### config.mk
export PLATFORM = sky130hd
export DESIGN_NAME = cpu_arith_logic_exec
export DESIGN_NICKNAME = d
export VERILOG_FILES = /design/src/pkg/exec_pkg.sv /design/src/core/exec_iram.sv /design/src/core/cpu_arith_logic_exec.sv
export VERILOG_INCLUDE_DIRS = /design/src /design/src/pkg
export SDC_FILE = /design/constraint.sdc
export NUM_CORES = 2
export LEC_CHECK = 0
export BUFFER_PORTS_ARGS = -buffer_cell sky130_fd_sc_hd__buf_2
export CORE_MARGIN = 2
export CORE_UTILIZATION = 55
export DETAILED_ROUTE_END_ITERATION = 10
export PLACE_DENSITY = 0.71
export SLEW_MARGIN = 15
export SYNTH_ARGS = -nofsm -noshare
export SYNTH_HDL_FRONTEND = slang
export SYNTH_SLANG_ARGS = --single-unit
### constraint.sdc
create_clock -name sys_clk -period 20.9 [get_ports sys_clk]
set_input_delay 2.09 -clock sys_clk [delete_from_list [all_inputs] [get_ports sys_clk]]
set_output_delay 2.09 -clock sys_clk [all_outputs]
set_load 0.01 [all_outputs]
### src/pkg/exec_cfg.svh
`ifndef EXEC_CFG_SVH
`define EXEC_CFG_SVH

// ****************************************
// Direct addresses of the held registers
// ****************************************
`define DADR_ACC   8'he0
`define DADR_B     8'hf0
`define DADR_PSW   8'hd0
`define DADR_DPL   8'h82
`define DADR_DPH   8'h83

// ****************************************
// Status word fields
// ****************************************
`define PSW_CY     7
`define PSW_AC     6
`define PSW_RS_HI  4
`define PSW_RS_LO  3
`define PSW_OV     2
`define PSW_P      0

// ****************************************
// Reset values
// ****************************************
`define ACC_RST    8'h00
`define B_RST      8'h00
`define PSW_RST    8'h00
`define DP_RST     16'h0000

// ****************************************
// Cycle counts per instruction form
// ****************************************
`define CYC_REG    3'h1
`define CYC_MEM    3'h2
`define CYC_INCREG 3'h2
`define CYC_RMW    3'h3
`define CYC_PROD   3'h2
`define CYC_DA     3'h3
`define CYC_DIV    3'h6
`define CYC_MOVC   3'h5
`define CYC_XRD_RI 3'h4
`define CYC_XRD_DP 3'h3
`define CYC_XWR_RI 3'h5
`define CYC_XWR_DP 3'h4

`endif

### src/pkg/exec_pkg.sv
package exec_pkg;

	typedef enum logic [4:0] {
		OP_NONE, OP_ADD, OP_ADDCY, OP_SUBCY, OP_AND, OP_OR, OP_XOR, OP_INC, OP_DEC,
		OP_INCDP, OP_PROD, OP_DIV, OP_DA, OP_CLR, OP_INV, OP_RL, OP_RLCY, OP_RR, OP_RRCY,
		OP_SWAP, OP_MOV, OP_STA, OP_MOVC, OP_XRD, OP_XWR
	} op_e;

	typedef enum logic [2:0] {SRC_ACC, SRC_IMM, SRC_DIR, SRC_IND, SRC_REG} src_e;

	typedef enum logic [1:0] {DST_ACC, DST_SRC, DST_DIR2} dst_e;

	typedef struct packed {
		op_e        op;
		src_e       src;
		dst_e       dst;
		logic       imm2;
		logic [2:0] cyc;
	} decode_s;

	typedef struct packed {
		logic [7:0] opcode;
		logic [7:0] byte1;
		logic [7:0] byte2;
	} instr_s;

	typedef struct packed {
		logic        rd;
		logic        wr;
		logic        code;
		logic [15:0] addr;
		logic [7:0]  wdata;
	} memreq_s;

	typedef struct packed {
		logic [7:0]  acc;
		logic [7:0]  b;
		logic [7:0]  psw;
		logic [15:0] dataPtr;
	} archstate_s;

endpackage

### src/core/exec_iram.sv
`timescale 1ns/10ps
module exec_iram #(
	parameter int AW = 8
) (
	input  wire logic          sys_clk,
	input  wire logic [AW-1:0] rdAddrA,
	output logic      [7:0]    rdDataA,
	input  wire logic [AW-1:0] rdAddrB,
	output logic      [7:0]    rdDataB,
	input  wire logic          wrEn,
	input  wire logic [AW-1:0] wrAddr,
	input  wire logic [7:0]    wrData
);
	// Pointer-indirect addresses reach the full byte range
	generate
		if (AW != 8) begin : g_chk
			$error("exec_iram needs AW of 8");
		end
	endgenerate

	logic [7:0] mem [2**AW];

	assign rdDataA = mem[rdAddrA];
	assign rdDataB = mem[rdAddrB];

	always_ff @(posedge sys_clk) begin
		if (wrEn) begin
			mem[wrAddr] <= wrData;
		end
	end
endmodule

### src/core/cpu_arith_logic_exec.sv
`timescale 1ns/10ps
`include "exec_cfg.svh"
// Overview of operation
// - Add bank register: one byte, one cycle
// - Add direct, indirect, immediate: two cycles
// - Add with carry: register one, others two
// - Subtract with borrow: register one, others two
// - Inc/dec timing; data pointer increment one cycle
// - Multiply two cycles; decimal fixup three cycles
// - Divide by aux operand in six cycles
// - Logic operations act bit by bit
// - AND into accumulator: register one, others two
// - AND into direct byte: three cycles
// - OR into accumulator: register one, others two
// - OR into direct byte: three cycles
// - XOR into accumulator: register one, others two
// - XOR into direct byte: three cycles
// - Clear, invert, rotates: one cycle each
// - Nibble swap of accumulator in one cycle
// - Internal moves use direct, indirect, register, immediate
// - External data only via accumulator, indirect addressing
// - Table lookups only read program memory
// - Lookup address is data pointer plus accumulator
// - Indirect: 8-bit from pointer, 16-bit from data pointer
module cpu_arith_logic_exec
	import exec_pkg::*;
(
	input  wire logic       sys_clk,
	input  wire logic       rst,
	input  wire instr_s     instr,
	input  wire logic       instrValid,
	output logic            instrReady,
	output logic            retired,
	output logic            badOpcode,
	output memreq_s         memReq,
	input  wire logic [7:0] memRdData,
	output archstate_s      archState
);
	// ****************************************
	// Decode
	// ****************************************
	function automatic decode_s decode(input logic [7:0] opc);
		decode_s    d;
		src_e       m;
		logic [2:0] mc;
		m  = opc[3] ? SRC_REG : (opc[3:1] == 3'h3) ? SRC_IND : (opc[3:0] == 4'h5) ? SRC_DIR : SRC_IMM;
		mc = (m == SRC_REG) ? `CYC_REG : `CYC_MEM;
		d  = '{OP_NONE, SRC_ACC, DST_ACC, 1'b0, `CYC_REG};
		if (opc[3:2] != 2'h0) begin
			case (opc[7:4])
				4'h2: d = '{OP_ADD, m, DST_ACC, 1'b0, mc};
				4'h3: d = '{OP_ADDCY, m, DST_ACC, 1'b0, mc};
				4'h9: d = '{OP_SUBCY, m, DST_ACC, 1'b0, mc};
				4'h5: d = '{OP_AND, m, DST_ACC, 1'b0, mc};
				4'h4: d = '{OP_OR, m, DST_ACC, 1'b0, mc};
				4'h6: d = '{OP_XOR, m, DST_ACC, 1'b0, mc};
				4'h0, 4'h1: d = '{opc[4] ? OP_DEC : OP_INC, m, DST_SRC, 1'b0,
					(m == SRC_REG) ? `CYC_INCREG : `CYC_RMW};
				4'he: if (opc[3:0] != 4'h4) d = '{OP_MOV, m, DST_ACC, 1'b0, mc};
				4'hf: if (opc[3:0] != 4'h4) d = '{OP_STA, m, DST_SRC, 1'b0, mc};
				default: ;
			endcase
		end
		case (opc)
			8'h04: d = '{OP_INC, SRC_ACC, DST_ACC, 1'b0, `CYC_REG};
			8'h14: d = '{OP_DEC, SRC_ACC, DST_ACC, 1'b0, `CYC_REG};
			8'ha3: d = '{OP_INCDP, SRC_ACC, DST_ACC, 1'b0, `CYC_REG};
			8'h52: d = '{OP_AND, SRC_DIR, DST_SRC, 1'b0, `CYC_RMW};
			8'h53: d = '{OP_AND, SRC_DIR, DST_SRC, 1'b1, `CYC_RMW};
			8'h42: d = '{OP_OR, SRC_DIR, DST_SRC, 1'b0, `CYC_RMW};
			8'h43: d = '{OP_OR, SRC_DIR, DST_SRC, 1'b1, `CYC_RMW};
			8'h62: d = '{OP_XOR, SRC_DIR, DST_SRC, 1'b0, `CYC_RMW};
			8'h63: d = '{OP_XOR, SRC_DIR, DST_SRC, 1'b1, `CYC_RMW};
			8'h74: d = '{OP_MOV, SRC_IMM, DST_ACC, 1'b0, `CYC_MEM};
			8'h85: d = '{OP_MOV, SRC_DIR, DST_DIR2, 1'b0, `CYC_RMW};
			8'ha4: d = '{OP_PROD, SRC_ACC, DST_ACC, 1'b0, `CYC_PROD};
			8'hd4: d = '{OP_DA, SRC_ACC, DST_ACC, 1'b0, `CYC_DA};
			8'h84: d = '{OP_DIV, SRC_ACC, DST_ACC, 1'b0, `CYC_DIV};
			8'he4: d = '{OP_CLR, SRC_ACC, DST_ACC, 1'b0, `CYC_REG};
			8'hf4: d = '{OP_INV, SRC_ACC, DST_ACC, 1'b0, `CYC_REG};
			8'h23: d = '{OP_RL, SRC_ACC, DST_ACC, 1'b0, `CYC_REG};
			8'h33: d = '{OP_RLCY, SRC_ACC, DST_ACC, 1'b0, `CYC_REG};
			8'h03: d = '{OP_RR, SRC_ACC, DST_ACC, 1'b0, `CYC_REG};
			8'h13: d = '{OP_RRCY, SRC_ACC, DST_ACC, 1'b0, `CYC_REG};
			8'hc4: d = '{OP_SWAP, SRC_ACC, DST_ACC, 1'b0, `CYC_REG};
			8'h93: d = '{OP_MOVC, SRC_ACC, DST_ACC, 1'b0, `CYC_MOVC};
			8'he0: d = '{OP_XRD, SRC_ACC, DST_ACC, 1'b0, `CYC_XRD_DP};
			8'he2, 8'he3: d = '{OP_XRD, SRC_IND, DST_ACC, 1'b0, `CYC_XRD_RI};
			8'hf0: d = '{OP_XWR, SRC_ACC, DST_ACC, 1'b0, `CYC_XWR_DP};
			8'hf2, 8'hf3: d = '{OP_XWR, SRC_IND, DST_ACC, 1'b0, `CYC_XWR_RI};
			default: ;
		endcase
		return d;
	endfunction

	instr_s     instr_q;
	instr_s     cur;
	logic [2:0] cnt_q;
	decode_s    dec;
	decode_s    decIn;
	logic       take;
	logic       commit;
	logic [7:0] ptrAddr;
	logic [7:0] ptrData;
	logic [7:0] srcAddr;
	logic [7:0] dstAddr;
	logic [7:0] srcVal;
	logic [7:0] other;
	logic [7:0] ramData;
	logic [7:0] acc;
	logic [7:0] b;
	logic       cy;

	assign take   = instrValid && instrReady;
	assign commit = !instrReady && (cnt_q == 3'h1);
	// Pointer read must follow the incoming word so the request can be launched at accept
	assign cur    = instrReady ? instr : instr_q;
	assign dec    = decode(instr_q.opcode);
	assign decIn  = decode(instr.opcode);
	assign acc    = archState.acc;
	assign b      = archState.b;
	assign cy     = archState.psw[`PSW_CY];

	// ****************************************
	// Operand fetch
	// ****************************************
	assign ptrAddr = {3'h0, archState.psw[`PSW_RS_HI:`PSW_RS_LO], 2'h0, cur.opcode[0]};

	always_comb begin
		unique case (dec.src)
			SRC_REG: srcAddr = {3'h0, archState.psw[`PSW_RS_HI:`PSW_RS_LO], instr_q.opcode[2:0]};
			SRC_IND: srcAddr = ptrData;
			default: srcAddr = instr_q.byte1;
		endcase
		dstAddr = (dec.dst == DST_DIR2) ? instr_q.byte2 : srcAddr;
		other   = dec.imm2 ? instr_q.byte2 : acc;
		srcVal  = ramData;
		if (dec.src == SRC_IMM) begin
			srcVal = instr_q.byte1;
		end else if (dec.src == SRC_ACC) begin
			srcVal = acc;
		end else if (dec.src == SRC_DIR && srcAddr[7]) begin
			case (srcAddr)
				`DADR_ACC: srcVal = acc;
				`DADR_B:   srcVal = b;
				`DADR_PSW: srcVal = archState.psw;
				`DADR_DPL: srcVal = archState.dataPtr[7:0];
				`DADR_DPH: srcVal = archState.dataPtr[15:8];
				default:  ;
			endcase
		end
	end

	// ****************************************
	// Execute
	// ****************************************
	logic        cin;
	logic [8:0]  sum9;
	logic [7:0]  sum7;
	logic [4:0]  sum4;
	logic [8:0]  dif9;
	logic [7:0]  dif7;
	logic [4:0]  dif4;
	logic [15:0] prod;
	logic [8:0]  da1;
	logic [8:0]  da2;
	logic [7:0]  res;
	logic        useRes;
	logic        wr;
	logic        dstSfr;
	logic        ramWe;
	archstate_s  nxt;

	assign cin  = (dec.op == OP_ADDCY || dec.op == OP_SUBCY) ? cy : 1'b0;
	assign sum9 = {1'b0, srcVal} + {1'b0, other} + {8'h00, cin};
	assign sum7 = {1'b0, srcVal[6:0]} + {1'b0, other[6:0]} + {7'h00, cin};
	assign sum4 = {1'b0, srcVal[3:0]} + {1'b0, other[3:0]} + {4'h0, cin};
	assign dif9 = {1'b0, acc} - {1'b0, srcVal} - {8'h00, cin};
	assign dif7 = {1'b0, acc[6:0]} - {1'b0, srcVal[6:0]} - {7'h00, cin};
	assign dif4 = {1'b0, acc[3:0]} - {1'b0, srcVal[3:0]} - {4'h0, cin};
	assign prod = {8'h00, acc} * {8'h00, b};
	assign da1  = {1'b0, acc} + ((acc[3:0] > 4'h9 || archState.psw[`PSW_AC]) ? 9'h006 : 9'h000);
	assign da2  = da1 + ((da1[7:4] > 4'h9 || da1[8] || cy) ? 9'h060 : 9'h000);

	always_comb begin
		nxt    = archState;
		res    = srcVal;
		useRes = 1'b0;
		wr     = 1'b0;
		unique case (dec.op)
			OP_ADD, OP_ADDCY: begin
				nxt.acc              = sum9[7:0];
				nxt.psw[`PSW_CY]     = sum9[8];
				nxt.psw[`PSW_AC]     = sum4[4];
				nxt.psw[`PSW_OV]     = sum7[7] ^ sum9[8];
			end
			OP_SUBCY: begin
				nxt.acc              = dif9[7:0];
				nxt.psw[`PSW_CY]     = dif9[8];
				nxt.psw[`PSW_AC]     = dif4[4];
				nxt.psw[`PSW_OV]     = dif7[7] ^ dif9[8];
			end
			OP_AND: begin res = srcVal & other; useRes = 1'b1; end
			OP_OR:  begin res = srcVal | other; useRes = 1'b1; end
			OP_XOR: begin res = srcVal ^ other; useRes = 1'b1; end
			OP_INC: begin res = srcVal + 8'h01; useRes = 1'b1; end
			OP_DEC: begin res = srcVal - 8'h01; useRes = 1'b1; end
			OP_MOV: useRes = 1'b1;
			OP_STA: begin res = acc; useRes = 1'b1; end
			OP_INCDP: nxt.dataPtr = archState.dataPtr + 16'h0001;
			OP_PROD: begin
				nxt.acc          = prod[7:0];
				nxt.b            = prod[15:8];
				nxt.psw[`PSW_CY] = 1'b0;
				nxt.psw[`PSW_OV] = |prod[15:8];
			end
			OP_DIV: begin
				nxt.psw[`PSW_CY] = 1'b0;
				nxt.psw[`PSW_OV] = (b == 8'h00);
				// Zero divisor leaves both operands untouched
				if (b != 8'h00) begin
					nxt.acc = acc / b;
					nxt.b   = acc % b;
				end
			end
			OP_DA: begin
				nxt.acc          = da2[7:0];
				nxt.psw[`PSW_CY] = cy | da1[8] | da2[8];
			end
			OP_CLR:  nxt.acc = 8'h00;
			OP_INV:  nxt.acc = ~acc;
			OP_RL:   nxt.acc = {acc[6:0], acc[7]};
			OP_RR:   nxt.acc = {acc[0], acc[7:1]};
			OP_RLCY: begin nxt.acc = {acc[6:0], cy}; nxt.psw[`PSW_CY] = acc[7]; end
			OP_RRCY: begin nxt.acc = {cy, acc[7:1]}; nxt.psw[`PSW_CY] = acc[0]; end
			OP_SWAP: nxt.acc = {acc[3:0], acc[7:4]};
			OP_MOVC, OP_XRD: nxt.acc = memRdData;
			default: ;
		endcase
		if (useRes) begin
			if (dec.dst == DST_ACC) begin
				nxt.acc = res;
			end else begin
				wr = 1'b1;
			end
		end
		dstSfr = wr && dstAddr[7] && (dec.src == SRC_DIR || dec.dst == DST_DIR2);
		if (dstSfr) begin
			case (dstAddr)
				`DADR_ACC: nxt.acc = res;
				`DADR_B:   nxt.b = res;
				`DADR_PSW: nxt.psw = res;
				`DADR_DPL: nxt.dataPtr[7:0] = res;
				`DADR_DPH: nxt.dataPtr[15:8] = res;
				default:  ;
			endcase
		end
		ramWe = commit && wr && !dstSfr;
		// Parity always tracks the new accumulator
		nxt.psw[`PSW_P] = ^nxt.acc;
	end

	exec_iram #(
		.AW(8)
	) u_iram (
		.sys_clk (sys_clk),
		.rdAddrA (ptrAddr),
		.rdDataA (ptrData),
		.rdAddrB (srcAddr),
		.rdDataB (ramData),
		.wrEn    (ramWe),
		.wrAddr  (dstAddr),
		.wrData  (res)
	);

	// ****************************************
	// Sequencing
	// ****************************************
	always_ff @(posedge sys_clk or posedge rst) begin
		if (rst) begin
			instrReady <= 1'b1;
			cnt_q      <= 3'h0;
			instr_q    <= '0;
		end else if (take) begin
			instrReady <= 1'b0;
			cnt_q      <= decIn.cyc;
			instr_q    <= instr;
		end else if (commit) begin
			instrReady <= 1'b1;
		end else if (!instrReady) begin
			cnt_q <= cnt_q - 3'h1;
		end
	end

	always_ff @(posedge sys_clk or posedge rst) begin
		if (rst) begin
			retired   <= 1'b0;
			badOpcode <= 1'b0;
		end else begin
			retired   <= commit;
			badOpcode <= commit && (dec.op == OP_NONE);
		end
	end

	always_ff @(posedge sys_clk or posedge rst) begin
		if (rst) begin
			archState <= '{`ACC_RST, `B_RST, `PSW_RST, `DP_RST};
		end else if (commit) begin
			archState <= nxt;
		end
	end

	// ****************************************
	// External data and program memory
	// ****************************************
	// Held for the whole instruction so slow memories see a stable request
	always_ff @(posedge sys_clk or posedge rst) begin
		if (rst) begin
			memReq <= '0;
		end else if (take && (decIn.op == OP_MOVC || decIn.op == OP_XRD || decIn.op == OP_XWR)) begin
			memReq.rd    <= (decIn.op != OP_XWR);
			memReq.wr    <= (decIn.op == OP_XWR);
			memReq.code  <= (decIn.op == OP_MOVC);
			memReq.wdata <= acc;
			if (decIn.op == OP_MOVC) begin
				memReq.addr <= archState.dataPtr + {8'h00, acc};
			end else if (decIn.src == SRC_IND) begin
				memReq.addr <= {8'h00, ptrData};
			end else begin
				memReq.addr <= archState.dataPtr;
			end
		end else if (commit) begin
			memReq <= '0;
		end
	end
endmodule

==> out/qor.yml <==
finalSetupViolations: 0
timing.final.hold_violations: 0
tns_ns: 0
clock_latency_ns: 0.89
worstPathRequired_ns: 21.64
clock-sinks: 2145
wl_mm: 309
io_buffers: 104
grt_start_max_net_pins: 196
ys.flop_type: "edfxtp_1"
ys_types: 122
rr_worst_depth: 63
cts_tree: "done"
cp-start-kind: "flip-flop"
fin_crit_ns: 15.77
die-area_mm2: 0.178
vias_per_cell: 6.88
grt_first_pass_wirelength_mm: 441
std_cell_rows: 153
drive_above_1_share_pct: 12.6
critPathKind: "reg -> reg"
worst_pin_slew_ns: 1.26
clk_pin_slew_ns: 0.07
vias: 65049
async_reset_ff_share_pct: 4.52
ys_ff_latch: 2145
post-place-cells: 9061
finalCritPeriodShare_pct: 75.5
syn_area_mm2: 0.0962
die_x_um: 422
nets: 7153
ctsHoldBuffers: 0
avgSynthCellArea_um2: 13.8
n_fill_cell: 13012
track_usage_pct: 34.2
max_stage_delay_ns: 0.72
fp.dieH_um: 422
cts_setup_buffers: 0
drt_iter0_markers: 10519
antenna_found_initial: 15
cpMaxStageDelayCell: "nor2_1"
finalClockSkew_ns: 0.0533
final_cells: 9450
status: "finished clean"
cp_common_cell: "o21a_1"
drt-wirelength-per-cell_um: 32.6
slew_headroom_pct: 15.7
syn-num-nets: 7155
io_pins: 105
hold_class: "reg -> reg"
critPathMaxFanout: 14
grt_pass1_vias: 61433
gp_congestion: 0.977
synth_edf_count: 2048
initial_utilization_pct: 55.3
drcViolationCount: 0
cts_max_level: 4
post_cts_resized: 0
gr-total-overflow: 0
ant_nets: 0
max-cap-violations: 0
cp_data_arrival_time_ns: 16.51
core_area_mm2: 0.174
areaGrowthSynthToFinish_pct: 9.63
clockBufferDepth: 3
syn_inst: 6947
end_kind: "flip-flop"
drtPass1Iterations: 7
final_cell_mix: "edfxtp_1, nand2_1, nor2_1, nand3_1, mux2i_1"
min_path_cells: 1
post-dp-hpwl_mm: 189
layout_commonest_cell: "edfxtp_1"
placed_area_mm2: 0.0988
cts-root-buf: "clkbuf_16"
cts_buffers: 207
seq_area_frac_synth_pct: 66.5
rsz0062_at_grt: "false"
clock.fmax_mhz: 63.4
yosysWarnings: 0
slew_violations: 0
final_area_mm2: 0.105
==> metal layers <==
| metal | global-route usage, % | wire (um) | vias to the layer above |
|---|---|---|---|
| met2 | 50.7 | 136000 | 5034 |
| li1 | - | - | 26691 |
| met1 | 45.3 | 109000 | 32262 |
| met5 | 0.484 | 223 | - |
| met4 | 18.2 | 19700 | 18 |
| met3 | 10.6 | 43200 | 1044 |
==> synthesized netlist by cell type, types with 72 or more instances <==
library cell	count	area share (%)
o21ai_0	152	0.79
edfxtp_1	2048	64
inv_1	161	0.63
mux2i_1	282	2.9
a21oi_1	235	1.2
clkbuf_1	206	0.80
nor2_1	433	1.7
dfrtp_1	96	2.5
mux4_2	196	4.6
ha_1	128	1.7
nand2_1	1052	4.1
nand3_1	342	1.8
buf_2	160	0.83
o2111ai_1	72	0.66
a31oi_1	101	0.66
==> worst paths after layout <==
kind	slack [ns]	startpoint	to
setup / recovery	5.13	b[7]	archState[16]
hold / removal	0.47	memReq[26]	memReq[26]
setup reg to reg	5.13	b[7]	archState[16]
hold reg to reg	0.47	memReq[26]	memReq[26]
max in group asynchronous	18.38	rst	instr_q[15]
min in group asynchronous	1.35	rst	memReq[25]
==> area by class of cell <==
cell class                      count  area, um^2  share of cell area (%)
Sequential cell                  2145       63900                    60.6
Multi-Input combinational cell   4150       29500                    27.9
Clock buffer                      251        5370                    5.09
Tap cell                         2325        2910                    2.76
Timing Repair Buffer              271        1870                    1.77
Clock inverter                    126        1240                    1.18
Inverter                          170         656                   0.622
Antenna cell                       12        30.0                  0.0285
==> worst max-delay path, delay by kind of cell, from the launching register on <==
family | cells | cell delay [ns]
muxes | 1 | 0.44
and+or+nand+nor | 8 | 2.63
AOI/OAI and AO/OA | 42 | 8.53
buffers and inverters | 1 | 0.22
DFF | 1 | 0.58
adders and majority gates | 7 | 2.24
xor gates and xnor gates | 4 | 0.93
==> cell families after synthesis <==
logic type	synth area share, %
multiplexers	8.25
adder cells (fa/ha/maj)	2.63
AND/OR/NAND/NOR	9.88
buffers and inverters	3.23
XOR/XNOR	0.597
AO/OA/AOI/OAI	8.96
flip-flops	66.5
==> flip-flops by register name, indices dropped and copies added (netlist names) <==
| name | cells |
|---|---|
| instrReady | 1 |
| badOpcode | 1 |
| archState | 24 |
| b | 8 |
| acc | 8 |
| u_iram.mem | 2048 |
| instr_q | 24 |
| cnt_q | 3 |
| memReq | 27 |
| retired | 1 |
==> stage by stage <==
| step | worst slack, ns | hold WS, ns | utilization [%] |
|---|---|---|---|
| global route | 3.50 | 0.511 | 60.7 |
| detailed placement | 5.35 | 0.461 | 56.8 |
| CTS | 5.27 | 0.475 | 60.6 |
| global placement | 5.69 | 0.458 | 56.8 |
| floorplan | 1.68 | 0.504 | - |
| finish | 5.13 | 0.473 | 60.7 |
Power is not shown: default switching activity piles up to over one toggle a cycle in this logic, so the estimate is an artifact.
